<file path="config.mk">
export PLATFORM = sky130hd
export DESIGN_NAME = srs_supply_reset_sequencer
export DESIGN_NICKNAME = d
export VERILOG_FILES = /design/src/hw/srs_pkg.sv /design/src/hw/srs_sync.sv /design/src/hw/srs_supply_reset_sequencer.sv
export VERILOG_INCLUDE_DIRS = /design/src /design/src/hw
export SDC_FILE = /design/constraint.sdc
export NUM_CORES = 1
export LEC_CHECK = 0
export BUFFER_PORTS_ARGS = -buffer_cell sky130_fd_sc_hd__buf_2
export CAP_MARGIN = 20
export CORE_ASPECT_RATIO = 1.25
export CORE_UTILIZATION = 35
export DETAILED_ROUTE_END_ITERATION = 10
export HOLD_SLACK_MARGIN = 0.06
export PLACE_DENSITY = 0.71
export SETUP_SLACK_MARGIN = 0.3
export SLEW_MARGIN = 5
export SYNTH_ARGS = -nofsm -noshare
export SYNTH_HDL_FRONTEND = slang
export SYNTH_SLANG_ARGS = --single-unit
</file>
<file path="constraint.sdc">
create_clock -name sys_clk -period 2.2 [get_ports sys_clk]
set_input_delay 0.22 -clock sys_clk [delete_from_list [all_inputs] [get_ports sys_clk]]
set_output_delay 0.22 -clock sys_clk [all_outputs]
set_load 0.05 [all_outputs]
</file>
<file path="src/hw/srs_map.svh">
`ifndef SRS_MAP_SVH
`define SRS_MAP_SVH

// register addresses on the special-function register port
`define SRS_ADDR_REGULATOR_CONTROL 8'hC9
`define SRS_ADDR_SUPPLY_MONITOR_CONTROL 8'hFF
`define SRS_ADDR_RESET_CAUSE 8'hEF
`define SRS_ADDR_POWER_UNIT_MODE 8'hB3

// field positions
`define SRS_BIT_BIAS_FORCE 4
`define SRS_BIT_MON_ENABLE 7
`define SRS_BIT_SUPPLY_STAT 6
`define SRS_BIT_EARLY_OK 5
`define SRS_BIT_WARN_IE 3
`define SRS_BIT_POWER_ON_FLAG 1
`define SRS_BIT_SW_RESET 4
`define SRS_BIT_MON_DISABLE 5

// writable masks and reset values
`define SRS_MASK_REGULATOR_CONTROL 8'h10
`define SRS_RESET_REGULATOR_CONTROL 8'h00
`define SRS_RESET_MONITOR_ENABLE 1'b1
`define SRS_RESET_WARN_IE 1'b1
`define SRS_RESET_PORT_LATCH 8'hFF
`define SRS_RESET_VECTOR 16'h0000
`define SRS_WATCHDOG_DIVIDE 4'hC

// timing
`define SRS_CLK_PERIOD_NS 20
`define SRS_POR_DELAY_LOW_MS 7
`define SRS_POR_DELAY_HIGH_MS 15
`define SRS_MS_TO_CYCLES(ms) ((ms) * 1000000 / `SRS_CLK_PERIOD_NS)

`endif

</file>
<file path="src/hw/srs_pkg.sv">
package srs_pkg;

  typedef enum logic [1:0] {
    SRS_RUN = 2'b00,
    SRS_POR_HOLD = 2'b01,
    SRS_POR_DELAY = 2'b10,
    SRS_FAIL_HOLD = 2'b11
  } srs_state_t;

  typedef enum logic [1:0] {
    SRS_CAUSE_NONE = 2'b00,
    SRS_CAUSE_POWER_ON = 2'b01,
    SRS_CAUSE_SUPPLY_FAIL = 2'b10,
    SRS_CAUSE_OTHER = 2'b11
  } srs_cause_t;

endpackage

</file>
<file path="src/hw/srs_sync.sv">
`timescale 1ns/1ps

// two-stage synchroniser for a bus of level inputs
module srs_sync #(
  parameter int WIDTH = 3
) (
  input wire logic sys_clk,
  input wire logic reset,
  input wire logic [WIDTH-1:0] async_in,
  output logic [WIDTH-1:0] sync_out
);

  typedef struct packed {
    logic [WIDTH-1:0] stage1;
    logic [WIDTH-1:0] stage2;
  } srs_sync_state_t;

  srs_sync_state_t state;
  srs_sync_state_t next_state;

  initial begin
    if (WIDTH < 1) begin
      $error("srs_sync needs WIDTH of at least 1");
    end
  end

  always_comb begin
    next_state = state;
    next_state.stage1 = async_in;
    next_state.stage2 = state.stage1;
  end

  always_ff @(posedge sys_clk) begin
    if (reset) begin
      state <= '0;
    end else begin
      state <= next_state;
    end
  end

  assign sync_out = state.stage2;

endmodule

</file>
<file path="src/hw/srs_supply_reset_sequencer.sv">
`timescale 1ns/1ps
`include "srs_map.svh"

// What this block does
// regulator off in Sleep, on in Suspend
// bias-force bit holds oscillator bias on outside Sleep
// reserved regulator bits written zero, read zero
// reset halts core, loads registers, quiets
// reset keeps RAM, resets stack pointer
// port latches 0xFF open-drain, pull-ups kept
// reset pin: float on POR, low on fail
// exit: PC zero, internal clock, watchdog/12
// power-on delay after supply passes threshold
// power-on flag set by POR or supply-fail reset, else cleared
// monitor-disable makes every reset except a supply-fail reset a full POR
// POR and fail reset enable, select monitor
// supply below reset threshold holds reset
// fail reset reports power-on flag, RAM invalid
// other resets keep monitor settings
// Sleep suppresses fail reset, restores on wake
// early-ok flag clears below warning threshold
// flash write without monitor forces reset
// supply-fail reset releases without power-on delay
// software writes power-on flag as one
// software enables monitor before selecting it
// monitor control bit 7 switches the monitor
// monitor control bit 3 enables warning irq
// threshold comparisons synchronised before use
module srs_supply_reset_sequencer #(
  parameter int POR_DELAY_LOW_CYCLES = `SRS_MS_TO_CYCLES(`SRS_POR_DELAY_LOW_MS),
  parameter int POR_DELAY_HIGH_CYCLES = `SRS_MS_TO_CYCLES(`SRS_POR_DELAY_HIGH_MS),
  parameter int DELAY_WIDTH = 20
) (
  input wire logic sys_clk,
  input wire logic reset,
  input wire logic above_power_on_threshold,
  input wire logic above_reset_threshold,
  input wire logic above_warning_threshold,
  input wire logic supply_is_high,
  input wire logic sleep_request,
  input wire logic suspend_request,
  input wire logic wake_event,
  input wire logic other_reset_request,
  input wire logic flash_write_attempt,
  input wire logic sfr_write,
  input wire logic sfr_read,
  input wire logic [7:0] sfr_addr,
  input wire logic [7:0] sfr_wdata,
  output logic [7:0] sfr_rdata,
  output logic core_in_reset,
  output logic core_regulator_enable,
  output logic precision_bias_on,
  output logic [7:0] port_latch,
  output logic port_open_drain,
  output logic weak_pullup_enable,
  output logic reset_pin_out,
  output logic reset_pin_oe,
  output logic reset_pin_pullup,
  output logic [15:0] program_counter_init,
  output logic internal_osc_select,
  output logic watchdog_enable,
  output logic [3:0] watchdog_divide,
  output logic interrupts_disable,
  output logic stack_reset,
  output logic ram_valid,
  output logic early_warning_irq
);

  typedef struct packed {
    srs_pkg::srs_state_t mode;
    srs_pkg::srs_cause_t cause;
    logic [DELAY_WIDTH-1:0] delay_count;
    logic precision_bias_force;
    logic supply_monitor_enable;
    logic monitor_selected;
    logic early_warning_irq_enable;
    logic por_monitor_disable;
    logic power_on_flag;
    logic sleeping;
    logic suspended;
    logic [7:0] rdata;
    logic core_in_reset;
    logic regulator_on;
    logic bias_on;
    logic pin_drive_low;
    logic pin_pullup;
    logic ram_ok;
    logic irq;
  } srs_top_state_t;

  srs_top_state_t state;
  srs_top_state_t next_state;
  logic [2:0] sync_levels;
  logic por_ok;
  logic rst_ok;
  logic warn_ok;

  initial begin
    if (POR_DELAY_LOW_CYCLES < 1 || POR_DELAY_HIGH_CYCLES < 1) begin
      $error("power-on delay counts must be at least one cycle");
    end
    if (POR_DELAY_HIGH_CYCLES >= (1 << DELAY_WIDTH) || POR_DELAY_LOW_CYCLES >= (1 << DELAY_WIDTH)) begin
      $error("DELAY_WIDTH too small for the power-on delay");
    end
  end

  srs_sync #(
    .WIDTH(3)
  ) u_sync (
    .sys_clk(sys_clk),
    .reset(reset),
    .async_in({above_power_on_threshold, above_reset_threshold, above_warning_threshold}),
    .sync_out(sync_levels)
  );

  assign por_ok = sync_levels[2];
  assign rst_ok = sync_levels[1];
  assign warn_ok = sync_levels[0];

  function automatic logic [DELAY_WIDTH-1:0] por_delay(input logic high);
    por_delay = high ? DELAY_WIDTH'(POR_DELAY_HIGH_CYCLES) : DELAY_WIDTH'(POR_DELAY_LOW_CYCLES);
  endfunction

  // power-on style entry: monitor forced on and selected
  function automatic srs_top_state_t enter_por(input srs_top_state_t s);
    srs_top_state_t t;
    t = s;
    t.mode = srs_pkg::SRS_POR_HOLD;
    t.cause = srs_pkg::SRS_CAUSE_POWER_ON;
    t.supply_monitor_enable = `SRS_RESET_MONITOR_ENABLE;
    t.monitor_selected = 1'b1;
    t.por_monitor_disable = 1'b0;
    t.precision_bias_force = 1'b0;
    t.early_warning_irq_enable = `SRS_RESET_WARN_IE;
    t.ram_ok = 1'b0;
    t.core_in_reset = 1'b1;
    t.sleeping = 1'b0;
    t.suspended = 1'b0;
    enter_por = t;
  endfunction

  always_comb begin
    logic monitor_active;
    logic [7:0] rd;
    monitor_active = 1'b0;
    rd = 8'h00;
    next_state = state;
    monitor_active = state.supply_monitor_enable && state.monitor_selected && !state.sleeping;

    unique case (state.mode)
      srs_pkg::SRS_RUN: begin
        next_state.core_in_reset = 1'b0;
        // ram holds valid data once the core has run after a reset
        next_state.ram_ok = 1'b1;
        if (!por_ok) begin
          next_state = enter_por(state);
        end else if (monitor_active && !rst_ok) begin
          next_state.mode = srs_pkg::SRS_FAIL_HOLD;
          next_state.cause = srs_pkg::SRS_CAUSE_SUPPLY_FAIL;
          next_state.supply_monitor_enable = 1'b1;
          next_state.monitor_selected = 1'b1;
          next_state.ram_ok = 1'b0;
          next_state.core_in_reset = 1'b1;
        end else if (other_reset_request || (flash_write_attempt && !state.supply_monitor_enable)) begin
          if (state.por_monitor_disable) begin
            next_state = enter_por(state);
          end else begin
            // monitor enable and select untouched by this kind of reset; warning irq enable reloaded
            next_state.mode = srs_pkg::SRS_POR_DELAY;
            next_state.cause = srs_pkg::SRS_CAUSE_OTHER;
            next_state.delay_count = DELAY_WIDTH'(1);
            next_state.precision_bias_force = 1'b0;
            next_state.early_warning_irq_enable = `SRS_RESET_WARN_IE;
            next_state.core_in_reset = 1'b1;
          end
        end else begin
          if (sleep_request) begin
            next_state.sleeping = 1'b1;
          end else if (suspend_request) begin
            next_state.suspended = 1'b1;
          end
          if (wake_event) begin
            next_state.sleeping = 1'b0;
            next_state.suspended = 1'b0;
          end
          if (sfr_write) begin
            unique case (sfr_addr)
              `SRS_ADDR_REGULATOR_CONTROL: begin
                next_state.precision_bias_force = sfr_wdata[`SRS_BIT_BIAS_FORCE];
              end
              `SRS_ADDR_SUPPLY_MONITOR_CONTROL: begin
                next_state.supply_monitor_enable = sfr_wdata[`SRS_BIT_MON_ENABLE];
                next_state.early_warning_irq_enable = sfr_wdata[`SRS_BIT_WARN_IE];
              end
              `SRS_ADDR_RESET_CAUSE: begin
                next_state.monitor_selected = sfr_wdata[`SRS_BIT_POWER_ON_FLAG];
                if (sfr_wdata[`SRS_BIT_SW_RESET]) begin
                  next_state.mode = state.por_monitor_disable ? srs_pkg::SRS_POR_HOLD : srs_pkg::SRS_POR_DELAY;
                  next_state.cause = state.por_monitor_disable ? srs_pkg::SRS_CAUSE_POWER_ON
                                                               : srs_pkg::SRS_CAUSE_OTHER;
                  next_state.delay_count = DELAY_WIDTH'(1);
                  next_state.core_in_reset = 1'b1;
                end
              end
              `SRS_ADDR_POWER_UNIT_MODE: begin
                next_state.por_monitor_disable = sfr_wdata[`SRS_BIT_MON_DISABLE];
              end
              default: begin
              end
            endcase
          end
        end
      end
      srs_pkg::SRS_POR_HOLD: begin
        next_state.core_in_reset = 1'b1;
        next_state.delay_count = por_delay(supply_is_high);
        if (por_ok) begin
          next_state.mode = srs_pkg::SRS_POR_DELAY;
        end
      end
      srs_pkg::SRS_POR_DELAY: begin
        next_state.core_in_reset = 1'b1;
        if (!por_ok) begin
          next_state = enter_por(state);
        end else if (state.delay_count <= DELAY_WIDTH'(1)) begin
          next_state.mode = srs_pkg::SRS_RUN;
          next_state.core_in_reset = 1'b0;
          next_state.power_on_flag = (state.cause == srs_pkg::SRS_CAUSE_POWER_ON);
        end else begin
          next_state.delay_count = state.delay_count - DELAY_WIDTH'(1);
        end
      end
      srs_pkg::SRS_FAIL_HOLD: begin
        next_state.core_in_reset = 1'b1;
        if (!por_ok) begin
          next_state = enter_por(state);
        end else if (rst_ok) begin
          next_state.mode = srs_pkg::SRS_RUN;
          next_state.core_in_reset = 1'b0;
          next_state.power_on_flag = 1'b1;
        end
      end
    endcase

    // outputs registered from the next state, irq from the current enable
    next_state.regulator_on = !next_state.sleeping;
    next_state.bias_on = next_state.precision_bias_force && !next_state.sleeping;
    next_state.pin_drive_low = (next_state.mode == srs_pkg::SRS_FAIL_HOLD);
    next_state.pin_pullup = (next_state.mode != srs_pkg::SRS_POR_HOLD && next_state.mode != srs_pkg::SRS_POR_DELAY)
                            || next_state.cause != srs_pkg::SRS_CAUSE_POWER_ON;
    if (next_state.mode == srs_pkg::SRS_RUN && state.mode != srs_pkg::SRS_RUN) begin
      next_state.ram_ok = (state.cause == srs_pkg::SRS_CAUSE_OTHER) ? state.ram_ok : 1'b0;
    end
    next_state.irq = state.early_warning_irq_enable && !warn_ok;

    if (sfr_read) begin
      unique case (sfr_addr)
        `SRS_ADDR_REGULATOR_CONTROL: begin
          rd = {3'h0, state.precision_bias_force, 4'h0};
        end
        `SRS_ADDR_SUPPLY_MONITOR_CONTROL: begin
          rd = {state.supply_monitor_enable, rst_ok, warn_ok, 1'b0, state.early_warning_irq_enable, 3'h0};
        end
        `SRS_ADDR_RESET_CAUSE: begin
          rd = {6'h00, state.power_on_flag, 1'b0};
        end
        `SRS_ADDR_POWER_UNIT_MODE: begin
          rd = {2'h0, state.por_monitor_disable, 5'h00};
        end
        default: begin
          rd = 8'h00;
        end
      endcase
      next_state.rdata = rd;
    end
  end

  always_ff @(posedge sys_clk) begin
    if (reset) begin
      state <= '0;
      state.mode <= srs_pkg::SRS_POR_HOLD;
      state.cause <= srs_pkg::SRS_CAUSE_POWER_ON;
      state.supply_monitor_enable <= `SRS_RESET_MONITOR_ENABLE;
      state.monitor_selected <= 1'b1;
      state.early_warning_irq_enable <= `SRS_RESET_WARN_IE;
      state.core_in_reset <= 1'b1;
      state.regulator_on <= 1'b1;
    end else begin
      state <= next_state;
    end
  end

  assign sfr_rdata = state.rdata;
  assign core_in_reset = state.core_in_reset;
  assign core_regulator_enable = state.regulator_on;
  assign precision_bias_on = state.bias_on;
  assign port_latch = `SRS_RESET_PORT_LATCH;
  assign port_open_drain = state.core_in_reset;
  assign weak_pullup_enable = 1'b1;
  assign reset_pin_out = 1'b0;
  assign reset_pin_oe = !state.pin_drive_low;
  assign reset_pin_pullup = state.pin_pullup;
  assign program_counter_init = `SRS_RESET_VECTOR;
  assign internal_osc_select = state.core_in_reset;
  assign watchdog_enable = state.core_in_reset;
  assign watchdog_divide = `SRS_WATCHDOG_DIVIDE;
  assign interrupts_disable = state.core_in_reset;
  assign stack_reset = state.core_in_reset;
  assign ram_valid = state.ram_ok;
  assign early_warning_irq = state.irq;

endmodule

</file>
==> results of run 1 <==
## through the flow
| step | cells | setup WS, ps | hold WS [ps] | total power, mW | utilization |
|---|---|---|---|---|---|
| after detailed placement | 563 | 30.7 | 423 | 3.95 | 0.407 |
| after floorplan | 427 | 167 | 297 | 3.26 | - |
| after global routing | 592 | -23.1 | 114 | 6.29 | 0.491 |
| final | 592 | 66.2 | 119 | 5.95 | 0.491 |
| after CTS | 582 | 97.6 | 119 | 5.34 | 0.455 |
| after global placement | 563 | 45.0 | 417 | 3.89 | 0.407 |
## how the worst max path moves through the flow
stage          startpoint        end  slack (ps)  cells after the start
2_1_floorplan   state[33]  ram_valid         170                      9
3_3_place_gp    state[45]  state[20]          50                      8
3_5_place_dp    state[45]  state[20]          30                      8
4_1_cts         state[40]  ram_valid         100                     10
5_1_grt         state[33]  ram_valid         -20                      9
6_report        state[33]  ram_valid          70                      9
## placed cells by master (no fill, tap or decap), drive strengths merged, types with 3 or more instances in the layout
cell type  instances
nor2              30
and2               4
ha                 8
nand3             18
a31oi              8
and3               3
a211oi             3
conb              32
o211ai             5
a211o              4
o21a               3
buf               98
a22oi              4
o32ai              4
or3                6
and4               3
o21ai             12
dfxtp             50
nor3               7
nand2b            13
o31ai              8
nor4               7
inv               14
or2                3
nand4              8
xnor2              4
clkbuf             6
nor2b             10
a31o               3
nand2             30
a21oi             34
## power groups by stage
stage	sequential, mW	clock (mW)	combinational [mW]
6_report	1.32	0.687	3.94
5_1_grt	1.35	0.735	4.20
4_1_cts	1.31	0.698	3.33
3_5_place_dp	1.31	0	2.64
3_3_place_gp	1.30	0	2.59
2_1_floorplan	1.35	0	1.91
## sequential cells by signal, summed over array words and instances (netlist names)
name / cells
core_regulator_enable: 1
u_sync.sync_out: 3
reset_pin_pullup: 1
precision_bias_on: 1
state: 32
u_sync.next_state: 3
core_in_reset: 1
early_warning_irq: 1
sfr_rdata: 6
ram_valid: 1
## synthesized netlist by cell type (all sizes together) (3+ instances only)
cell    instances  area [sq um]
o31ai           8          60.1
and2            4          25.0
a22oi           4          30.0
nor2b          10          62.6
and3            3          18.8
nand2b         13          81.3
buf            49           353
xnor2           4          35.0
o211ai          5          37.5
inv            12          45.0
o21a            3          22.5
o21ai          12          60.1
o32ai           4          35.0
nor3            7          35.0
clkbuf         13          48.8
dfxtp          50          1000
nor4            7          73.8
a211o           4          35.0
ha              8           100
a21oi          34           170
or3             6          37.5
nor2           30           113
and4            3          26.3
or2             3          18.8
nand3          18          95.1
a31o            3          26.3
a211oi          3          22.5
nand4           8          50.1
nand2          30           113
a31oi           8          50.1
## per-layer routing
layer  GRT usage  routed length [um]  part of all wire
met1       0.197                3450              0.39
met2       0.336                4720              0.53
met3      0.0290                 356             0.040
met4      0.0948                 384             0.043
met5           0                   0                 0
## cell families after synthesis
logic type	share of synthesized area
buffers and inverters	0.141
AOI/OAI and AO/OA	0.216
other	0.00237
xor gates and xnor gates	0.0166
and+or+nand+nor	0.271
DFF	0.315
muxes	0.00631
adders and majority gates	0.0315
## final cells by class
type                    count  area share
repair buffers             99       0.171
well taps                 120      0.0350
clock inverters             3      0.0111
clock buffers               5      0.0160
inverters                  12      0.0117
flip-flops and latches     50       0.239
multi-input cells         303       0.516
## repair_timing
action                     CTS  global route
cloned                       1             1
resized for setup           53            56
hold buffers                 0             0
setup endpoints to repair   34            34
setup buffers               10             9
pin swaps                   19            14
## worst register-to-register path: cells and delay by family (launching register included)
family / cells / cell delay (ps)
AO/OA/AOI/OAI: 5 / 700
adder cells (fa/ha/maj): 1 / 240
flip-flops: 1 / 350
AND/OR/NAND/NOR: 3 / 690
==> results.md, run 1 <==
- Status: complete, no violations
- WHS Endpoint: u_sync.next_state[0]
- Post-route DRC: 0
- First-pass GRT wire length: 13600 um
- CP Class: flip-flop to flip-flop
- Hold Crit Start: above_warning_threshold
- Unique cell type count in the Yosys netlist: 57
- CP startpoint kind: flip-flop
- Final hold violations: 0
- Crit-path slowest cell: dfxtp_2
- Worst Reg-to-Reg Cells: 9
- Final Skew: 12.9 ps
- Cell count after synthesis: 397
- Max Fclk: 469 MHz
- Max rail drop VDD: 0.000497 V
- Synth-to-layout area growth: 35.3%
- Drt first pass iters: 4
- Flop2flop setup slack: 70 ps
- Filler Cell Count: 810
- Clock Sinks: 50
- H-tree Lvls: 2
- Die Width: 87.2 um
- Via Count: 3146
- Max stage delay on crit path: 350 ps
- R2R Path Start: state[33]
- Sw Ratio: 0.438
- Critical-path cell list: nor4_4 > and4_4 > a31oi_4 > a211o_1 > o211ai_1 > ha_2 > a21oi_2 > a41oi_1 > nor3_1
- N_diodes: 0
- Tcrit/Tclk final: 0.970
- Clock buffer depth: 2
- Post-synthesis register bit count: 50
- FF/Latch Area: 1030 sq um
- Post-route ant nets: 0
- WHS Path Cells: 2
- Via density: 5.31
- Max-cap viol count: 0
- Iter 0 DRT Violations: 106
- Critical Path Fanout Max: 2
- Top_reg_cell synth: dfxtp_1
- Avg WL per Cell: 15.1 um
- Register area share after synthesis: 0.315
- HP Class: primary input to flip-flop
- Worst path bufs/invs: 0
- Later-pin clock latency in the skew report: 310 ps
- Worst Path Arrival: 2320 ps
- Largest net degree at the start of global routing: 41
- RSZ-0062 raised after global routing: yes
- IO Pins: 79
- Placer Congestion: 0.954
- Total GRT Usage: 0.182
- Multi-input gate area: 2220 sq um
- Synth Cell Area: 3170 sq um
- Post-synth EDFFs: 0
- Sequential share of power: 0.222
- Setup TNS: 0 ps
- Clock root buffer: clkbuf_8
- Pint: 3.35 mW
- P_sw: 2.61 mW
- Minimum clock period: 2130 ps
- Placed instance area: 3560 sq um
- Die height: 108 um
- Port-buffer cells: 42
- GR Overflow Total: 0
- Vias in the first global route: 2985
- Comb power frac: 0.662
- Post-synth ARST share: 0
- CTS tree: yes
- Starting Density: 0.363
- Die area: 9450 sq um
- Clock Power Share: 0.115
- WP data required: 2380 ps
- Design Area, Final: 4290 sq um
- Share of cells above drive strength 1: 0.398
- Critical Path End Type: flip-flop
- Clock transition at path regs: 110 ps
- Fin nets: 508
- Final setup fails: 0
- Total wire length: 8910 um
- PD cells: 1390 nW/um^2
- TritonCTS Buffers: 5
- Avg Inst Size Synth: 7.99 sq um
- Initial antenna violation count: 0
- Final max-slew violation count: 0
- Critical path's top delay family: compound AO/OA/AOI/OAI gates
- Ys Warns: 0
- Post-DP HPWL: 5880 um
- P_leak: 1.69 nW
- RR Endpoint: ram_valid
- Core area: 8750 sq um
- Number of cell rows: 38
(Power assumes the default switching activity.)
==> run 2, diff against run 1 <==
CTS_BUF_LIST = sky130_fd_sc_hd__clkbuf_16   (was unset)
PLACE_DENSITY = 0.7   (was 0.71)
SYNTH_HIERARCHICAL = 1   (was unset)
==> run 2 against run 1 <==
Effect of this change:
- the flow now finishes with violations (setup timing)
- sequential power decreased by 8%
- maximum frequency is 13% lower
- flip-flop and latch count did not move
- power down 0.45%
- critical endpoint is now state[3]
- highest routed layer unchanged
==> results.md, run 2 <==
- TritonCTS Buffers: 5
- Commonest non-fill, non-tap cell in the layout: buf_4
- Design Area, Final: 4520 sq um
- Post-route ant nets: 0
- Worst Reg-to-Reg Cells: 10
- Post-synth ARST share: 0
- Overall power: 5.93 mW
- Max Fclk: 410 MHz
- Total GRT Usage: 0.193
- Minimum clock period: 2440 ps
- Post-synthesis register bit count: 50
- Starting Density: 0.367
- Cell count after synthesis: 409
- Synth Cell Area: 3230 sq um
- Crit-path slowest cell: or3_4
- Max stage delay on crit path: 380 ps
- Vias in the first global route: 3146
- Worst-Margin Slew: 477 ps
- Failing checks: setup timing
- WHS Path Cells: 2
- Post-route DRC: 0
- Die Width: 87.9 um
- Critical-path cell list: or3_4 > or3_4 > o41a_1 > nor2b_4 > o32ai_4 > buf_4 > buf_6 > inv_2 > ha_4 > nor2b_1
- GR Overflow Total: 0
- Flop2flop setup slack: -240 ps
- Crit path top cell by count: or3_4
- Max rail drop VDD: 0.000651 V
- Iter 0 DRT Violations: 183
- Top_reg_cell synth: dfxtp_1
- Inst Count DP: 609
- Area contributors post-synth: dfxtp_1 31%, buf_4 10%, a21oi_1 4.6%
- Fin nets: 548
- WP data required: 2370 ps
- Status: finished, violations left
- Total wire length: 9200 um
- Clock buffer depth: 2
- PD cells: 1310 nW/um^2
- Initial antenna violation count: 0
- Max reg flops: 32
- Met1 usage: 0.218
- Final Skew: 6.63 ps
- GRT met2 Usage: 0.362
- Critical Path Fanout Max: 2
- Post-synth EDFFs: 0
- Number of cell rows: 38
- Clock root buffer: clkbuf_16
- Via density: 5.19
- Unique cell type count in the Yosys netlist: 61
- Post-place setup slack: -307 ps
- RSZ-0062 raised after global routing: yes
- Max-cap viol count: 0
- IO Pins: 79
- CP startpoint kind: flip-flop
- Worst path bufs/invs: 3
- RR Endpoint: state[3]
- Drt first pass iters: 4
- Die area: 9620 sq um
- Post-DP HPWL: 6380 um
- Placer Congestion: 0.950
- First-pass GRT wire length: 14600 um
- Port-buffer cells: 42
- Yosys top cell by area: dfxtp_1
- Largest net degree at the start of global routing: 32
- Avg Inst Size Synth: 7.90 sq um
- P_leak: 1.89 nW
- Gr busiest metal: met2
- Share of cells above drive strength 1: 0.406
- Clock Sinks: 50
- Later-pin clock latency in the skew report: 290 ps
- N_diodes: 0
- Final worst setup slack: -239 ps
- R2R Path Start: state[39]
- Largest register by flop count: state
- Clock transition at path regs: 70 ps
- Met3 Track Usage GR: 0.0263
- WHS Endpoint: u_sync/next_state[1]
- Max-slew headroom: 0.673
- CP Class: flip-flop to flip-flop
- Hold Crit Start: above_reset_threshold
- Worst Path Arrival: 2610 ps
- Placed instance area: 3890 sq um
- Most frequent cells in the layout: 67 x buf_4, 46 x dfxtp_1, 42 x buf_2, 33 x nor2_1, 32 x conb_1
- Die height: 109 um
- Synth-to-layout area growth: 39.8%
- H-tree Lvls: 2
- Via Count: 3281
- Post-synth top cells: 50 x dfxtp_1, 43 x buf_4, 37 x nor2_1
- Core area: 8800 sq um
- Critical path's top delay family: simple AND/OR/NAND/NOR gates
- Tcrit/Tclk final: 1.11
- Hold Buf Count CTS: 0
- Final max-slew violation count: 0
- HP Class: primary input to flip-flop
- Critical Path End Type: flip-flop
- Post-synth top area share: 0.310
- Avg WL per Cell: 14.6 um
- Ys Warns: 6
- CTS tree: yes
- Final setup fails: 24
- Final Non-Filler Cells: 632
- Final hold violations: 0
- Cell with the most instances after synthesis: dfxtp_1
- Register area share after synthesis: 0.310
[run 2: cell types whose count changed after synthesis, moves of 4 or more]
cell and change:
xor2_1 +5, or4_1 +6, nor3_1 +8, a21oi_1 -4
nand2b_1 -12, a21oi_2 +4, inv_1 +6, nor2_1 +7
a211oi_1 +5
[run 2: metal layers]
metal | wire length (um) | up-vias
met1 | 3630 | 1569
met4 | 222 | 0
li1 | - | 1593
met2 | 4970 | 100
met5 | 0 | -
met3 | 373 | 19
[run 2: report_power, final]
group	leakage [nW]	total, mW	internal, mW	switching, mW
clock	0.0940	1.00	0.654	0.350
sequential	0.410	1.22	1.09	0.128
combinational	1.39	3.70	1.70	2.00
[run 2: layout make-up]
cell class / count / area [sq um]
clock buffer: 5 / 125
sequential: 50 / 1010
inverter: 18 / 75.1
tap: 120 / 150
multi-input combinational: 309 / 2160
clock inverter: 3 / 68.8
fill: 796 / 4280
timing repair buffer: 127 / 936
[run 2: worst register-to-register path: stages, from the launching register on]
cell and delay (ps):
dfxtp_2 320, or3_4 380, or3_4 350, o41a_1 340
nor2b_4 140, o32ai_4 260, buf_4 170, buf_6 90
inv_2 40, ha_4 130, nor2b_1 110
[run 2: through the flow]
step | TNS, ps | hold slack (ps) | util
floorplan | -645 | 292 | -
global placement | -520 | 416 | 0.442
detailed placement | -772 | 435 | 0.442
CTS | -2470 | 132 | 0.488
global route | -4800 | 149 | 0.514
finish | -3300 | 133 | 0.514
[run 2: worst max path at each step]
stage | from | end | slack (ps) | depth (start not counted)
final | state[39] | state[3] | -240 | 10
after global placement | state[39] | ram_valid | -210 | 9
after floorplan | state[37] | ram_valid | -340 | 11
after global routing | state[39] | ram_valid | -350 | 10
after detailed placement | state[39] | ram_valid | -310 | 10
after CTS | state[39] | ram_valid | -240 | 10
[run 2: cells by family (layout without fill, tap and decap cells)]
| logic type | Yosys count | in the layout | synth area share |
|---|---|---|---|
| other | 2 | 32 | 0.00232 |
| muxes | 1 | 1 | 0.00310 |
| and+or+nand+nor | 155 | 155 | 0.256 |
| DFF | 50 | 50 | 0.310 |
| adders and majority gates | 8 | 8 | 0.0310 |
| AOI/OAI and AO/OA | 103 | 103 | 0.215 |
| buffers and inverters | 80 | 153 | 0.155 |
| xor gates and xnor gates | 10 | 10 | 0.0271 |
[run 2: repair_timing]
action | in CTS | in global routing
gates cloned | 0 | 0
endpoints found under the hold margin | 0 | 0
setup buffers | 10 | 5
endpoints found under the setup margin | 37 | 35
gates resized for setup | 34 | 45
pin swaps | 8 | 15
==> run 3, diff against run 2 <==
--- a/config.mk
+++ b/config.mk
@@ -8,2 +8,3 @@
 export LEC_CHECK = 0
+export ABC_AREA = 1
 export BUFFER_PORTS_ARGS = -buffer_cell sky130_fd_sc_hd__buf_2
--- a/constraint.sdc
+++ b/constraint.sdc
@@ -3,2 +3,2 @@
 set_output_delay 0.22 -clock sys_clk [all_outputs]
-set_load 0.05 [all_outputs]
+set_load 0.005 [all_outputs]
==> run 3 against run 2 <==
Effect of this change:
- the run now ends clean
- synthesized cell count rose by 33%
- non-clock buffer count fell by 53
- clock skew barely moved
- combinational power fell by 11%
- flip-flop and latch count did not move
- die area rose by 8.4%
- global-route usage fell by 2.2 points
- final area fell by 7.3%
- sequential power rose by 15%
- register-to-register slack improved by 520 ps
- critical path type unchanged
- largest cell class unchanged
==> results.md, run 3 <==
- Status: complete, no violations
- Placed instance area: 3710 sq um
- Final setup fails: 0
- Post-route DRC: 0
- Max Fclk: 521 MHz
- Fin nets: 635
- Die Width: 91.6 um
- Port-buffer cells: 42
- Cell with the most instances after synthesis: nand2_1
- Clock root buffer: clkbuf_16
- Later-pin clock latency in the skew report: 290 ps
- RR Endpoint: ram_valid
- WL met1: 3650 um
- GR Overflow Total: 0
- Avg WL per Cell: 12.3 um
- N_diodes: 0
- Filler Cell Count: 1011
- Ys Warns: 6
- Max rail drop VDD: 0.000574 V
- WHS Endpoint: u_sync/next_state[0]
- Starting Density: 0.363
- R2R Path Start: state[23]
- Die height: 114 um
- Cell count after synthesis: 544
- Die area: 10400 sq um
- Total wire length: 8950 um
- Clock buffer depth: 2
- PD cells: 1310 nW/um^2
- Share of cells above drive strength 1: 0.290
- Pint: 2.91 mW
- Hold Buf Count CTS: 0
- Placer Congestion: 0.887
- TritonCTS Buffers: 5
- Post-DP HPWL: 6550 um
- Yosys top cell by area: dfxtp_1
- Sequential share of power: 0.256
- RSZ-0062 raised after global routing: yes
- Number of cell rows: 40
- Via density: 4.84
- Unique cell type count in the Yosys netlist: 38
- Highest metal used: met4
- Clock Sinks: 50
- Sw Ratio: 0.469
- Avg Inst Size Synth: 6.45 sq um
- Drt first pass iters: 5
- Area contributors post-synth: dfxtp_1 29%, nand2_1 14%, buf_4 9.4%
- Top_reg_cell synth: dfxtp_1
- Worst-Margin Slew: 582 ps
- Max reg flops: 32
- WP data required: 2380 ps
- Clock Power Share: 0.146
- CP Class: flip-flop to flip-flop
- H-tree Lvls: 2
- Critical Path Fanout Max: 4
- Final max-slew violation count: 0
- CP startpoint: state[23]
- P_leak: 1.93 nW
- Critical Path End Type: flip-flop
- Setup TNS: 0 ps
- Iter 0 DRT Violations: 105
- Hold slack: 125 ps
- Core area: 9660 sq um
- Synth Cell Area: 3510 sq um
- Clock transition at path regs: 70 ps
- Final Skew: 6.95 ps
- Largest register by flop count: state
- Largest net degree at the start of global routing: 31
- Overall power: 5.48 mW
- Tcrit/Tclk final: 0.873
- Comb power frac: 0.598
- Post-synth ARST share: 0
- Initial antenna violation count: 0
- Worst Reg-to-Reg Cells: 16
- Met2 WL: 4620 um
- Met3 wire length: 352 um
- Total GRT Usage: 0.171
- Synth-to-layout area growth: 19.3%
- WHS Path Cells: 3
- Design Area, Final: 4190 sq um
- P_sw: 2.57 mW
- Post-synth top area share: 0.285
- Register area share after synthesis: 0.285
- Via Count: 3506
- Flop2flop setup slack: 280 ps
- Vias in the first global route: 3311
- CP startpoint kind: flip-flop
- CTS tree: yes
- Final Non-Filler Cells: 725
- First-pass GRT wire length: 14500 um
- Max-cap viol count: 0
- Post-synth EDFFs: 0
- HP Class: primary input to flip-flop
- Final hold violations: 0
- IO Pins: 79
- Inst Count DP: 703
- Post-synth top cells: 131 x nand2_1, 67 x nor2_1, 53 x inv_1
- Minimum clock period: 1920 ps
- Commonest non-fill, non-tap cell in the layout: nand2_1
- Worst Path Arrival: 2100 ps
- Most frequent cells in the layout: 119 x nand2_1, 60 x nor2_1, 47 x inv_1, 42 x buf_2, 40 x dfxtp_1
- Post-route ant nets: 0
- Max-slew headroom: 0.612
- Hold Crit Start: above_warning_threshold
- Post-synthesis register bit count: 50
==> run 3: cell count changes in the layout (fill, tap and decap cells not counted), sizes merged, moves of 12 or more <==
cell	before	now
nor2b	12	0
inv	18	61
nand3	14	37
nor2	37	75
buf	127	74
nand2	30	146
==> run 3: area by class of cell <==
cell class / count / area [sq um] / area share
Multi-Input combinational cell: 407 / 2150 / 0.515
Sequential cell: 50 / 1020 / 0.244
Timing Repair Buffer: 74 / 470 / 0.112
Inverter: 60 / 230 / 0.0550
Tap cell: 126 / 158 / 0.0377
Clock buffer: 5 / 125 / 0.0299
Clock inverter: 3 / 26.3 / 0.00628
==> run 3: critical path, stage by stage, from the launching register on <==
cell and delay [ps]:
dfxtp_4 370, inv_4 60, ha_4 150, nand2_4 60
a21oi_4 180, nand2_2 70, nand2_2 70, nand2_2 70
nand2_1 90, nand3_1 80, nand2_2 130, ha_4 140
inv_2 30, nor2_2 90, o21ai_1 70, o211ai_1 80
a21oi_1 50
==> run 3: per-stage QoR <==
stage / utilization / worst slack, ps
after global routing: 0.433 / 144
after CTS: 0.421 / 300
after global placement: 0.384 / 138
after floorplan: - / 311
after detailed placement: 0.384 / 97.4
final: 0.433 / 279
==> run 3: timing repair <==
item,CTS,global route
setup endpoints to repair,27,28
pin swaps,11,18
buffers inserted,10,4
resized for setup,35,30
==> run 3: kinds of logic (layout without fill, tap and decap cells) <==
logic type | after synthesis | in the layout | synth area share
AO/OA/AOI/OAI | 84 | 84 | 0.143
XOR/XNOR | 1 | 1 | 0.00250
adder cells (fa/ha/maj) | 8 | 8 | 0.0285
buffers and inverters | 117 | 142 | 0.182
flip-flops | 50 | 50 | 0.285
other | 2 | 32 | 0.00214
AND/OR/NAND/NOR | 282 | 282 | 0.357
==> run 3: worst max-delay path by stage <==
stage | end | slack, ps
6_report | ram_valid | 280
2_1_floorplan | ram_valid | 310
3_3_place_gp | state[33] | 140
3_5_place_dp | ram_valid | 100
5_1_grt | ram_valid | 140
4_1_cts | ram_valid | 300
==> run 3: routing by layer <==
layer | global-route usage | up-vias
li1 | - | 1773
met4 | 0.0847 | 0
met1 | 0.182 | 1621
met2 | 0.325 | 89
met5 | 0 | -
met3 | 0.0253 | 23
==> run 3: power groups by stage <==
stage	clock network [mW]	logic [mW]	registers, mW
after global routing	0.856	3.64	1.44
after CTS	0.818	3.03	1.37
after detailed placement	0	2.62	1.37
after global placement	0	2.58	1.37
final	0.799	3.28	1.40
after floorplan	0	2.15	1.32
